File: src/rtl/tlc_defs.svh
/*
 Constants of the T1 loop code block: register indices, field positions,
 length codes, frame size and detector timing.
 Assumes it is included once per compile unit ahead of the package.
*/
`ifndef TLC_DEFS_SVH
`define TLC_DEFS_SVH

////////////////////////////////////////////////////////////////////////////////
// Register indices within one framer, byte address is four times these
`define TLC_IDX_RIBCC 9'h082
`define TLC_IDX_LBCTL 9'h083
`define TLC_IDX_LS 9'h092
`define TLC_IDX_SPCD1 9'h09C
`define TLC_IDX_SPCD2 9'h09D
`define TLC_IDX_SPCC 9'h09E
`define TLC_IDX_IM 9'h0A2
`define TLC_IDX_UPCD1 9'h0AC
`define TLC_IDX_UPCD2 9'h0AD
`define TLC_IDX_DNCD1 9'h0AE
`define TLC_IDX_DNCD2 9'h0AF
`define TLC_IDX_RT 9'h0B2
`define TLC_IDX_MODE 9'h0FE
`define TLC_IDX_TC3 9'h183
`define TLC_IDX_TC4 9'h186
`define TLC_IDX_TCD1 9'h1AC
`define TLC_IDX_TCD2 9'h1AD

////////////////////////////////////////////////////////////////////////////////
// Field positions
`define TLC_TXEN_BIT 0
`define TLC_TC_LSB 0
`define TLC_NOFBIT_BIT 2
`define TLC_LB_FRAMER 0
`define TLC_LB_PAYLOAD 1
`define TLC_LB_REMOTE 2
`define TLC_MODE_T1_BIT 0
`define TLC_UP_LEN_LSB 3
`define TLC_DN_LEN_LSB 0
`define TLC_SP_LEN_LSB 0
`define TLC_LCLR_LSB 4
`define TLC_RST_VAL 8'h00

////////////////////////////////////////////////////////////////////////////////
// Length codes, last pattern index for each
`define TLC_TXLEN_5 2'h0
`define TLC_TXLEN_6 2'h1
`define TLC_TXLEN_7 2'h2
`define TLC_LAST5 4'h4
`define TLC_LAST6 4'h5
`define TLC_LAST7 4'h6
`define TLC_LAST16 4'hF
`define TLC_RXLEN_16 3'h7

////////////////////////////////////////////////////////////////////////////////
// Frame and detector timing
`define TLC_FRAME_LAST 8'hC0
`define TLC_INTEG_MS 48
`define TLC_CLK_KHZ 200000
`define TLC_SCORE_BAD 5'h04
`define TLC_SCORE_SLIP 5'h10
`define TLC_ERR_SHIFT 3

`endif

File: src/rtl/tlc_pkg.sv
/*
 Types of the T1 loop code block.
 Assumes tlc_defs.svh holds the numeric constants.
*/
package tlc_pkg;
   // Detector setup: length code and 16-bit pattern, first byte high
   typedef struct packed {
      logic [2:0] len;
      logic [15:0] pat;
   } tlc_det_cfg_t;
endpackage

File: src/rtl/tlc_top.sv
/*
 One framer port's T1 in-band loop code generator, three loop code
 detectors, latched status and the framer, payload and remote loopbacks,
 with a classic Wishbone register slave.
 Assumes bit_en_i is a one-cycle pulse per line bit on clk_i, that the
 transmit and receive frames share one alignment, and that rx_line_i
 comes straight from a pin.
*/
// Local design decision: the Wishbone register port.
`timescale 1ns/1ps
`default_nettype none
`include "tlc_defs.svh"

module tlc_top
   import tlc_pkg::*;
#(
   parameter logic [1:0] FRAMER_SEL = 2'h0,
   parameter int INTEG_CYCLES = `TLC_INTEG_MS * `TLC_CLK_KHZ,
   parameter int CNT_W = 24,
   parameter int BIT_W = 18
) (
   input wire logic clk_i, // System clock, 200 MHz
   input wire logic rst_i, // Synchronous reset, high
   input wire logic wb_cyc_i, // Bus cycle
   input wire logic wb_stb_i, // Bus strobe
   input wire logic wb_we_i, // Write enable
   input wire logic [31:0] wb_adr_i, // Byte address
   input wire logic [31:0] wb_dat_i, // Write data
   input wire logic [3:0] wb_sel_i, // Byte selects
   output logic [31:0] wb_dat_o, // Read data
   output logic wb_ack_o, // Acknowledge
   input wire logic bit_en_i, // One pulse per line bit
   input wire logic tx_data_i, // Transmit payload bit
   input wire logic tx_fbit_i, // Framing bit from formatter
   input wire logic rx_line_i, // Received line bit, pin
   output logic tx_line_o, // Transmit line bit
   output logic rx_data_o, // Bit entering the receiver
   output logic irq_o // Masked latched status
);

   localparam logic [CNT_W-1:0] INTEG_LAST = CNT_W'(INTEG_CYCLES - 1);

   function automatic logic [3:0] step(input logic [3:0] p, input logic [3:0] l);
      step = (p == l) ? 4'h0 : p + 4'h1;
   endfunction

   ////////////////////////////////////////////////////////////////////////////
   // Wishbone slave
   logic ack_q;
   logic [31:0] dat_q;
   logic [7:0] rdata;
   logic req;
   logic hit;
   logic wr;
   logic [10:0] idx;
   logic [8:0] lidx;

   assign req = wb_cyc_i & wb_stb_i & ~ack_q;
   assign idx = wb_adr_i[12:2];
   assign lidx = idx[8:0];
   assign hit = (wb_adr_i[31:13] == 19'h0) & (idx[10:9] == FRAMER_SEL);
   assign wr = req & wb_we_i & wb_sel_i[0] & hit;

   logic [7:0] rx_inband_code_length_ctrl_q;
   logic [7:0] rx_loopback_ctrl_q;
   logic [7:0] rx_latched_status_three_q;
   logic [7:0] rx_spare_code_def_one_q;
   logic [7:0] rx_spare_code_def_two_q;
   logic [7:0] rx_spare_code_ctrl_q;
   logic [7:0] rx_interrupt_mask_three_q;
   logic [7:0] rx_up_code_def_one_q;
   logic [7:0] rx_up_code_def_two_q;
   logic [7:0] rx_down_code_def_one_q;
   logic [7:0] rx_down_code_def_two_q;
   logic [7:0] line_mode_ctrl_q;
   logic [7:0] tx_control_three_q;
   logic [7:0] tx_control_four_q;
   logic [7:0] tx_code_def_one_q;
   logic [7:0] tx_code_def_two_q;
   logic [2:0] det_rt;

   always_ff @(posedge clk_i) begin
      if (rst_i) begin
         rx_inband_code_length_ctrl_q <= `TLC_RST_VAL;
         rx_loopback_ctrl_q <= `TLC_RST_VAL;
         rx_spare_code_def_one_q <= `TLC_RST_VAL;
         rx_spare_code_def_two_q <= `TLC_RST_VAL;
         rx_spare_code_ctrl_q <= `TLC_RST_VAL;
         rx_interrupt_mask_three_q <= `TLC_RST_VAL;
         rx_up_code_def_one_q <= `TLC_RST_VAL;
         rx_up_code_def_two_q <= `TLC_RST_VAL;
         rx_down_code_def_one_q <= `TLC_RST_VAL;
         rx_down_code_def_two_q <= `TLC_RST_VAL;
         line_mode_ctrl_q <= `TLC_RST_VAL;
         tx_control_three_q <= `TLC_RST_VAL;
         tx_control_four_q <= `TLC_RST_VAL;
         tx_code_def_one_q <= `TLC_RST_VAL;
         tx_code_def_two_q <= `TLC_RST_VAL;
      end else if (wr) begin
         case (lidx)
            `TLC_IDX_RIBCC: rx_inband_code_length_ctrl_q <= wb_dat_i[7:0];
            `TLC_IDX_LBCTL: rx_loopback_ctrl_q <= wb_dat_i[7:0];
            `TLC_IDX_SPCD1: rx_spare_code_def_one_q <= wb_dat_i[7:0];
            `TLC_IDX_SPCD2: rx_spare_code_def_two_q <= wb_dat_i[7:0];
            `TLC_IDX_SPCC: rx_spare_code_ctrl_q <= wb_dat_i[7:0];
            `TLC_IDX_IM: rx_interrupt_mask_three_q <= wb_dat_i[7:0];
            `TLC_IDX_UPCD1: rx_up_code_def_one_q <= wb_dat_i[7:0];
            `TLC_IDX_UPCD2: rx_up_code_def_two_q <= wb_dat_i[7:0];
            `TLC_IDX_DNCD1: rx_down_code_def_one_q <= wb_dat_i[7:0];
            `TLC_IDX_DNCD2: rx_down_code_def_two_q <= wb_dat_i[7:0];
            `TLC_IDX_MODE: line_mode_ctrl_q <= wb_dat_i[7:0];
            `TLC_IDX_TC3: tx_control_three_q <= wb_dat_i[7:0];
            `TLC_IDX_TC4: tx_control_four_q <= wb_dat_i[7:0];
            `TLC_IDX_TCD1: tx_code_def_one_q <= wb_dat_i[7:0];
            `TLC_IDX_TCD2: tx_code_def_two_q <= wb_dat_i[7:0];
            default: begin
            end
         endcase
      end
   end

   always_comb begin
      rdata = 8'h00;
      if (hit) begin
         case (lidx)
            `TLC_IDX_RIBCC: rdata = rx_inband_code_length_ctrl_q;
            `TLC_IDX_LBCTL: rdata = rx_loopback_ctrl_q;
            `TLC_IDX_LS: rdata = rx_latched_status_three_q;
            `TLC_IDX_SPCD1: rdata = rx_spare_code_def_one_q;
            `TLC_IDX_SPCD2: rdata = rx_spare_code_def_two_q;
            `TLC_IDX_SPCC: rdata = rx_spare_code_ctrl_q;
            `TLC_IDX_IM: rdata = rx_interrupt_mask_three_q;
            `TLC_IDX_UPCD1: rdata = rx_up_code_def_one_q;
            `TLC_IDX_UPCD2: rdata = rx_up_code_def_two_q;
            `TLC_IDX_DNCD1: rdata = rx_down_code_def_one_q;
            `TLC_IDX_DNCD2: rdata = rx_down_code_def_two_q;
            `TLC_IDX_RT: rdata = {5'h00, det_rt};
            `TLC_IDX_MODE: rdata = line_mode_ctrl_q;
            `TLC_IDX_TC3: rdata = tx_control_three_q;
            `TLC_IDX_TC4: rdata = tx_control_four_q;
            `TLC_IDX_TCD1: rdata = tx_code_def_one_q;
            `TLC_IDX_TCD2: rdata = tx_code_def_two_q;
            default: rdata = 8'h00;
         endcase
      end
   end

   // Unmapped addresses still answer, with zero, so the master never hangs
   always_ff @(posedge clk_i) begin
      if (rst_i) begin
         ack_q <= 1'b0;
         dat_q <= 32'h0000_0000;
      end else begin
         ack_q <= req;
         if (req) begin
            dat_q <= {24'h00_0000, rdata};
         end
      end
   end

   assign wb_ack_o = ack_q;
   assign wb_dat_o = dat_q;

   ////////////////////////////////////////////////////////////////////////////
   // Mode and control decode
   logic t1_mode;
   logic txen;
   logic no_fbit;
   logic lb_framer;
   logic lb_payload;
   logic lb_remote;
   logic [1:0] tx_len;

   assign t1_mode = line_mode_ctrl_q[`TLC_MODE_T1_BIT];
   assign txen = tx_control_three_q[`TLC_TXEN_BIT] & t1_mode;
   assign no_fbit = tx_control_four_q[`TLC_NOFBIT_BIT];
   assign tx_len = tx_control_four_q[`TLC_TC_LSB +: 2];
   assign lb_framer = rx_loopback_ctrl_q[`TLC_LB_FRAMER];
   assign lb_payload = rx_loopback_ctrl_q[`TLC_LB_PAYLOAD];
   assign lb_remote = rx_loopback_ctrl_q[`TLC_LB_REMOTE];

   ////////////////////////////////////////////////////////////////////////////
   // Receive pin synchroniser, a change counts once stages two and three agree
   logic rx_s1_q;
   logic rx_s2_q;
   logic rx_s3_q;
   logic rx_level_q;

   always_ff @(posedge clk_i) begin
      if (rst_i) begin
         rx_s1_q <= 1'b0;
         rx_s2_q <= 1'b0;
         rx_s3_q <= 1'b0;
         rx_level_q <= 1'b0;
      end else begin
         rx_s1_q <= rx_line_i;
         rx_s2_q <= rx_s1_q;
         rx_s3_q <= rx_s2_q;
         if (rx_s2_q == rx_s3_q) begin
            rx_level_q <= rx_s3_q;
         end
      end
   end

   ////////////////////////////////////////////////////////////////////////////
   // Frame position, shared by both directions
   logic [7:0] frame_q;
   logic fpos;

   always_ff @(posedge clk_i) begin
      if (rst_i) begin
         frame_q <= 8'h00;
      end else if (bit_en_i) begin
         frame_q <= (frame_q == `TLC_FRAME_LAST) ? 8'h00 : frame_q + 8'h01;
      end
   end

   assign fpos = (frame_q == 8'h00);

   ////////////////////////////////////////////////////////////////////////////
   // Loop code generator
   logic [3:0] tx_ptr_q;
   logic [3:0] tx_last;
   logic [15:0] tx_pat;
   logic gen_bit;
   logic tx_next;
   logic det_in;

   // length decode, 5, 6 or 7 bits of the first byte, else all 16
   always_comb begin
      case (tx_len)
         `TLC_TXLEN_5: tx_last = `TLC_LAST5;
         `TLC_TXLEN_6: tx_last = `TLC_LAST6;
         `TLC_TXLEN_7: tx_last = `TLC_LAST7;
         default: tx_last = `TLC_LAST16;
      endcase
   end

   assign tx_pat = (tx_last == `TLC_LAST16) ?
      {tx_code_def_one_q, tx_code_def_two_q} : {tx_code_def_one_q, 8'h00};
   assign gen_bit = tx_pat[4'hF - tx_ptr_q];

   // repeat while enabled
   // Pointer keeps running under the framing bit, so the F-bit overwrites
   always_ff @(posedge clk_i) begin
      if (rst_i || !txen) begin
         tx_ptr_q <= 4'h0;
      end else if (bit_en_i) begin
         tx_ptr_q <= step(tx_ptr_q, tx_last);
      end
   end

   always_comb begin
      tx_next = txen ? gen_bit : tx_data_i;
      if (lb_payload && !fpos) begin
         tx_next = rx_level_q;
      end
      if (fpos && !no_fbit) begin
         tx_next = tx_fbit_i;
      end
      if (lb_remote) begin
         tx_next = rx_level_q;
      end
   end

   assign det_in = lb_framer ? tx_next : rx_level_q;

   always_ff @(posedge clk_i) begin
      if (rst_i) begin
         tx_line_o <= 1'b0;
         rx_data_o <= 1'b0;
      end else if (bit_en_i) begin
         tx_line_o <= tx_next;
         rx_data_o <= det_in;
      end
   end

   ////////////////////////////////////////////////////////////////////////////
   // Three detectors: up, down, spare
   tlc_det_cfg_t det_cfg [3];
   logic [2:0] det_restart;

   assign det_cfg[0] = {rx_inband_code_length_ctrl_q[`TLC_UP_LEN_LSB +: 3],
      rx_up_code_def_one_q, rx_up_code_def_two_q};
   assign det_cfg[1] = {rx_inband_code_length_ctrl_q[`TLC_DN_LEN_LSB +: 3],
      rx_down_code_def_one_q, rx_down_code_def_two_q};
   assign det_cfg[2] = {rx_spare_code_ctrl_q[`TLC_SP_LEN_LSB +: 3],
      rx_spare_code_def_one_q, rx_spare_code_def_two_q};

   assign det_restart[0] = wr & (lidx == `TLC_IDX_UPCD1);
   assign det_restart[1] = wr & (lidx == `TLC_IDX_DNCD1);
   assign det_restart[2] = wr & (lidx == `TLC_IDX_SPCD1);

   for (genvar g = 0; g < 3; g++) begin : g_det
      logic [3:0] ptr_q;
      logic [4:0] score_q;
      logic [CNT_W-1:0] cyc_q;
      logic [BIT_W-1:0] bits_q;
      logic [BIT_W-1:0] errs_q;
      logic rt_q;
      logic is16;
      logic [3:0] last;
      logic [15:0] pat;
      logic match;
      logic slip;
      logic period_end;
      logic [3:0] p1;
      logic [3:0] p2;

      assign is16 = (det_cfg[g].len == `TLC_RXLEN_16);
      assign last = is16 ? `TLC_LAST16 : {1'b0, det_cfg[g].len};
      assign pat = is16 ? det_cfg[g].pat : {det_cfg[g].pat[15:8], 8'h00};
      assign match = (pat[4'hF - ptr_q] == det_in);
      assign slip = !match && ((score_q + `TLC_SCORE_BAD) >= `TLC_SCORE_SLIP);
      assign p1 = step(ptr_q, last);
      assign p2 = step(p1, last);
      assign period_end = (cyc_q == INTEG_LAST);

      // Phase tracking: a burst of misses skips one pattern position
      always_ff @(posedge clk_i) begin
         if (rst_i || !t1_mode || det_restart[g]) begin
            ptr_q <= 4'h0;
            score_q <= 5'h00;
         end else if (bit_en_i) begin
            ptr_q <= slip ? p2 : p1;
            if (slip) begin
               score_q <= 5'h00;
            end else if (match) begin
               score_q <= (score_q == 5'h00) ? 5'h00 : score_q - 5'h01;
            end else begin
               score_q <= score_q + `TLC_SCORE_BAD;
            end
         end
      end

      always_ff @(posedge clk_i) begin
         if (rst_i || !t1_mode || det_restart[g] || period_end) begin
            cyc_q <= '0;
            bits_q <= '0;
            errs_q <= '0;
         end else begin
            cyc_q <= cyc_q + 1'b1;
            if (bit_en_i) begin
               bits_q <= bits_q + 1'b1;
               errs_q <= errs_q + BIT_W'(!match);
            end
         end
      end

      // pass with under one miss in eight
      always_ff @(posedge clk_i) begin
         if (rst_i || !t1_mode) begin
            rt_q <= 1'b0;
         end else if (period_end) begin
            rt_q <= (bits_q != '0) && (errs_q < (bits_q >> `TLC_ERR_SHIFT));
         end
      end

      assign det_rt[g] = rt_q;
   end

   ////////////////////////////////////////////////////////////////////////////
   // Latched status and interrupt
   logic [2:0] rt_prev_q;
   logic [7:0] lat_evt;
   logic [7:0] lat_clr;

   // set on rise, clear bit on fall
   assign lat_evt = {1'b0, det_rt & ~rt_prev_q, 1'b0, ~det_rt & rt_prev_q} <<
      `TLC_LCLR_LSB | {5'h00, det_rt & ~rt_prev_q};
   assign lat_clr = (wr && lidx == `TLC_IDX_LS) ? wb_dat_i[7:0] : 8'h00;

   always_ff @(posedge clk_i) begin
      if (rst_i) begin
         rt_prev_q <= 3'h0;
         rx_latched_status_three_q <= `TLC_RST_VAL;
         irq_o <= 1'b0;
      end else begin
         rt_prev_q <= det_rt;
         // New events win over a write-one clear in the same cycle
         rx_latched_status_three_q <= (rx_latched_status_three_q & ~lat_clr) | lat_evt;
         irq_o <= |(rx_latched_status_three_q & rx_interrupt_mask_three_q);
      end
   end

endmodule

`default_nettype wire

File: config.mk
export PLATFORM = sky130hd
export DESIGN_NAME = tlc_top
export DESIGN_NICKNAME = d
export VERILOG_FILES = /design/src/rtl/tlc_pkg.sv /design/src/rtl/tlc_top.sv
export VERILOG_INCLUDE_DIRS = /design/src /design/src/rtl
export SDC_FILE = /design/constraint.sdc
export NUM_CORES = 1
export LEC_CHECK = 0
export BUFFER_PORTS_ARGS = -buffer_cell sky130_fd_sc_hd__buf_2
export CORE_MARGIN = 10
export CORE_UTILIZATION = 56
export DETAILED_ROUTE_END_ITERATION = 10
export PLACE_DENSITY_LB_ADDON = 0.12
export SLEW_MARGIN = 10
export SYNTH_ARGS = -nofsm -noshare
export SYNTH_HDL_FRONTEND = slang
export SYNTH_SLANG_ARGS = --single-unit
File: constraint.sdc
create_clock -name clk_i -period 3.5 [get_ports clk_i]
set_input_delay 0.35 -clock clk_i [delete_from_list [all_inputs] [get_ports clk_i]]
set_output_delay 0.35 -clock clk_i [all_outputs]
set_load 0.03 [all_outputs]
# Yosys cells after proc, flatten, opt, wreduce, memory -nomap -nowiden
# Index checks and enable logic that the tools add are counted.
[totals] ff_bits=369 in_bits=77 output_inout_bits=36
[op_classes] n_addsub=27 order_cmp=10 eq_ne=38 muxes=44 n_bitwise=20 n_reduce_logical=50
[op_table] operator="$pmux 8 s17" count=1
[op_table] operator="$eq 9x8->1 const B" count=13
[op_table] operator="$add 24x1->24 const B" count=3
[op_table] operator="$eq 24x24->1 const B" count=3
[op_table] operator="$mux 8" count=7
[op_table] operator="$add 18x1->18" count=3
[op_table] operator="$add 18x1->18 const B" count=3
[op_table] operator="$lt 18x15->1" count=3
[op_table] operator="$reduce_bool 18->1" count=3
[op_table] operator="$mux 4" count=13
[op_table] operator="$mux 5" count=9
[op_table] operator="$eq 9x9->1 const B" count=4
[op_table] operator="$reduce_and 2->1" count=15
[op_table] operator="$add 4x1->4 const B" count=7
[op_table] operator="$eq 4x4->1" count=7
[op_table] operator="$lt 4x5->1 const B" count=4
[op_table] operator="$logic_not 19->1" count=1
[op_table] operator="$and 8x8->8" count=2
[op_table] operator="$bmux 1 s4" count=4
[op_table] operator="$sub 4x4->4 const A" count=4
[op_table] operator="$add 5x3->5 const B" count=3
[op_table] operator="$ge 5x5->1 const B" count=3
[op_table] operator="$logic_not 5->1" count=3
[op_table] operator="$sub 5x1->5 const B" count=3
[op_table] operator="other kinds (22)" count=68

# Depth between registers and ports, before layout
[logic_depth] ltp_word=15 ltp_mapped=17

# Worst setup path after synthesis
# OpenSTA, ideal clock, no wires.
[synth_path] path_type="flip-flop to flip-flop" start="register frame_q[0]" end="register g_det[2].errs_q[16]" arrival_ns=3.631 t_required_ns=3.372 path_slack_ns=-0.259 path_stages_with_launch=18 path_buffers=1 cell_sequence="dfxtp_1 inv_1 ha_1 or4b_4 or4_4 a21o_1 a21oi_1 a31oi_4 xnor2_1 buf_2 ha_1 ha_1 nand4_1 nor2_1 nand3_1 nor2b_1 xnor2_1 nor2_1"
[synth_via] elab_chain_cells=10
[synth_rtl] element="start, declared" line_no="tlc_top.sv:207" source="logic [7:0] frame_q;"
[synth_rtl] element="start signal, assigned" line_no="tlc_top.sv:214" source="frame_q <= (frame_q == `TLC_FRAME_LAST) ? 8'h00 : frame_q + 8'h01;"
[synth_rtl] element="$logic_not 8->1 *" line_no="tlc_top.sv:218" source="assign fpos = (frame_q == 8'h00);"
[synth_rtl] element="$logic_not 1->1" line_no="tlc_top.sv:255" source="if (lb_payload && !fpos) begin"
[synth_rtl] element="$logic_and 1x1->1" line_no="tlc_top.sv:255"
[synth_rtl] element="$mux 1" line_no="tlc_top.sv:255"
[synth_rtl] element="$mux 1 *" line_no="tlc_top.sv:258" source="if (fpos && !no_fbit) begin"
[synth_rtl] element="$mux 1 *" line_no="tlc_top.sv:261" source="if (lb_remote) begin"
[synth_rtl] element="$mux 1 *" line_no="tlc_top.sv:266" source="assign det_in = lb_framer ? tx_next : rx_level_q;"
[synth_rtl] element="$eq 1x1->1 *" line_no="tlc_top.sv:313" source="assign match = (pat[4'hF - ptr_q] == det_in);"
[synth_rtl] element="$logic_not 1->1 *" line_no="tlc_top.sv:345" source="errs_q <= errs_q + BIT_W'(!match);"
[synth_rtl] element="$add 18x1->18 *" line_no="tlc_top.sv:345"
[synth_rtl] element="end signal, assigned" line_no="tlc_top.sv:345"
[synth_rtl] element="end, declared" line_no="tlc_top.sv:299" source="logic [BIT_W-1:0] errs_q;"
# Every way passes the cells marked *; elsewhere a longest branch is shown, timed or not.
# A chain may end at the register's enable or synchronous reset.

# Worst setup path after layout
[layout_path] start="register frame_q[0]" end="register g_det[0].errs_q[10]"
[layout_via] elab_chain_cells=10
[layout_rtl] element="$logic_not 8->1 *" line_no="tlc_top.sv:218"
[layout_rtl] element="$logic_not 1->1" line_no="tlc_top.sv:255"
[layout_rtl] element="$logic_and 1x1->1" line_no="tlc_top.sv:255"
[layout_rtl] element="$mux 1" line_no="tlc_top.sv:255"
[layout_rtl] element="$mux 1 *" line_no="tlc_top.sv:258"
[layout_rtl] element="$mux 1 *" line_no="tlc_top.sv:261"
[layout_rtl] element="$mux 1 *" line_no="tlc_top.sv:266"
[layout_rtl] element="$eq 1x1->1 *" line_no="tlc_top.sv:313"
[layout_rtl] element="$logic_not 1->1 *" line_no="tlc_top.sv:345"
[layout_rtl] element="$add 18x1->18 *" line_no="tlc_top.sv:345"
[layout_rtl] element="end signal, assigned" line_no="tlc_top.sv:345"
[layout_rtl] element="end, declared" line_no="tlc_top.sv:299"
# Marked as above.

==> results.json <==
{
  "outcome": "finished, violations left",
  "violations": "setup timing",
  "first_iter_violations": 1308,
  "slew_headroom_pct": 32.4,
  "comb_power_share_pct": 3.1,
  "crit_required_ns": 3.90,
  "maxSlewViolCount": 0,
  "grt_pass1_wl_um": 79400,
  "dp_hpwl_um": 34600,
  "grt_antenna_before_repair": 0,
  "wire_per_inst_um": 17.2,
  "period_needed_ns": 3.57,
  "internal_power_w": 0.00677,
  "cts_made_buffers": 40,
  "hold_viol_final": 0,
  "io_pins": 113,
  "synth_common_cells": "dfxtp_1, nand2_1, nor2_1, a21oi_1, clkbuf_1",
  "antenna_cells": 0,
  "rsz0062_at_grt": "yes",
  "place_inst": 2776,
  "io_buffers": 59,
  "drc": 0,
  "synth_top_area_share_pct": 38.9,
  "peakVddDrop_mv": 0.486,
  "yosysUniqueCellTypes": 71,
  "synth_top_cell_by_area": "dfxtp_1",
  "ant_nets": 0,
  "ys_ff_latch": 369,
  "drt-total-wl_um": 49200,
  "clk_latency_ns": 0.54,
  "switching_power_w": 0.00184,
  "synthArstFlopShare_pct": 0,
  "fillCellCount": 2865,
  "ys_seq_area_share_pct": 38.9,
  "min_path_type": "in -> reg",
  "htreeDepth": 2,
  "synth_warnings": 0,
  "setup_slack_ns": -0.0695,
  "fp-row-count": 67,
  "start_util_pct": 56.7,
  "hold_ws_ns": 0.0273,
  "grt_pass1_vias": 15505,
  "finClkSkew_ns": 0.0242,
  "layout.nets": 2538,
  "seq_power_share_pct": 49.0,
  "fmax_ghz": 0.280,
  "clkPwrFrac_pct": 47.9,
  "grt_usage_pct": 22.8,
  "cts_tree": "built",
  "gp_congestion": 0.942,
  "cts_root_buf": "clkbuf_16",
  "worstMarginPinSlew_ns": 1.01,
  "drt_pass1_iterations": 7,
  "end_kind": "register",
  "leakage_nw": 7.75,
  "power_w": 0.00860,
  "pre_cts_ws_ns": -0.0781,
  "switching_share_pct": 21.3,
  "synth_edf_count": 0,
  "core_area_mm2": 0.0334,
  "grt_start_max_net_pins": 86,
  "worstSetupStartpointType": "register",
  "syn_area_per_cell_um2": 8.13,
  "setup_viol": 8,
  "clkTransAtPathRegs_ns": 0.06,
  "yosys_most_used_dff": "dfxtp_1",
  "post-route-period-util_pct": 102,
  "cts.sinks": 369,
  "final_util_pct": 64.2,
  "max-cap-violations": 0,
  "vias_per_cell": 5.77,
  "yosysMostFrequentCell": "dfxtp_1",
  "fin_cells": 2855,
  "yosys-top-cells-area": "dfxtp_1, nand2_1, nor2_1",
  "cts_max_path_buffers": 3,
  "mappedNetlistArea_mm2": 0.0190,
  "postSynthCellCount": 2335,
  "cp_data_arrival_time_ns": 3.97,
  "power_density_mw_per_mm2": 401,
  "gr-total-overflow": 0,
  "drive_above_1_share_pct": 11.4,
  "critPathMaxFanout": 6,
  "area_delta_synth_final_pct": 13.2,
  "die_w_um": 204,
  "dieArea_mm2": 0.0416,
  "worst-setup-path-type": "reg -> reg",
  "dr_total_vias": 16466,
  "die_h_um": 204
}
cell type report:
| type | count | area [um2] | area share, % |
|---|---|---|---|
| Timing Repair Buffer | 135 | 948 | 4.42 |
| Sequential cell | 369 | 7390 | 34.4 |
| Multi-Input combinational cell | 1759 | 11000 | 51.3 |
| Tap cell | 448 | 561 | 2.61 |
| Clock buffer | 53 | 1100 | 5.13 |
| Clock inverter | 10 | 154 | 0.717 |
| Inverter | 81 | 304 | 1.42 |
critical path, cell delays in order, from the launching register on:
cell and delay (ns):
dfxtp_2 0.32, inv_2 0.07, ha_4 0.12, or4b_4 0.45, or4_4 0.45, a21o_1 0.20, a21oi_2 0.19, a31oi_4 0.12
buf_12 0.18, buf_4 0.13, buf_6 0.12, xnor2_4 0.13, inv_2 0.07, ha_4 0.17, ha_4 0.16, and3_4 0.20
and3_4 0.18, xnor2_2 0.14, nor2_1 0.05
cells by family (layout without fill, tap and decap cells):
| logic type | after synthesis | after routing | synth area share [%] |
|---|---|---|---|
| other | 1 | 24 | 0.0198 |
| DFF | 369 | 369 | 38.9 |
| buffers and inverters | 230 | 279 | 5.09 |
| adders and majority gates | 75 | 75 | 4.95 |
| and+or+nand+nor | 1033 | 1033 | 25.0 |
| AOI/OAI and AO/OA | 348 | 348 | 11.7 |
| muxes | 67 | 67 | 4.49 |
| xor gates and xnor gates | 212 | 212 | 9.87 |
path summary, 6_finish.rpt:
path / to / slack (ns) / startpoint / cells after the start
max: g_det[0].errs_q[10]$_SDFFE_PP0P_ / -0.07 / frame_q[0]$_SDFFE_PP0P_ / 18
min: rx_s1_q$_SDFF_PP0_ / 0.03 / rx_line_i / 2
max reg2reg: g_det[0].errs_q[10]$_SDFFE_PP0P_ / -0.07 / frame_q[0]$_SDFFE_PP0P_ / 18
min reg2reg: wb_dat_o[1]$_SDFFE_PP0P_ / 0.45 / wb_dat_o[1]$_SDFFE_PP0P_ / 2
power groups by stage:
stage | Sequential (W) | Combinational [W] | Clock (W)
CTS | 0.00421 | 0.000258 | 0.00420
finish | 0.00421 | 0.000269 | 0.00412
global route | 0.00421 | 0.000285 | 0.00437
detailed placement | 0.00430 | 0.000256 | 0
floorplan | 0.00431 | 0.000185 | 0
global placement | 0.00430 | 0.000253 | 0
per-stage QoR:
step                instance area [um2]  TNS (ns)
finish                            21500    -0.188
global route                      21500     -3.56
CTS                               21200  -0.00756
detailed placement                19900    -0.481
global placement                  19900   -0.0187
floorplan                         19200    -0.166
cells in the final DEF (no fill, tap or decap), types with 14 or more instances in the layout:
cell	instances
clkbuf_16	41
a21oi_1	160
a22oi_1	31
conb_1	24
nand2_1	358
and2_1	23
ha_1	68
buf_4	69
o21ai_0	38
and3_1	48
nor3_1	36
nand3_1	85
nor2b_1	27
nor4_1	25
mux2i_1	51
xor2_1	103
inv_1	78
buf_2	57
mux4_2	14
xnor2_1	103
a21o_1	18
dfxtp_1	367
nand2b_1	14
nand4_1	38
nor2_1	290
routing by layer:
layer	part of all wire [%]	global-route usage, %	vias to the layer above
met4	3.2	7.56	0
met1	43	30.0	7720
met5	0	0	-
li1	-	-	8014
met2	45	37.4	614
met3	7.9	3.84	118
timing repair:
item | 4_1_cts | 5_1_grt
pin swaps | 6 | 16
hold buffers | 0 | 0
buffers inserted | 5 | 11
gates resized for setup | 6 | 40
setup endpoints to repair | 18 | 31
sequential cells by signal, indices dropped and copies added, names as in the netlist, 12 cells and up:
name / flops
g_det.score_q: 15
g_det.bits_q: 54
g_det.errs_q: 54
g_det.ptr_q: 12
g_det.cyc_q: 72
Power figures use the tool's default switching activity.
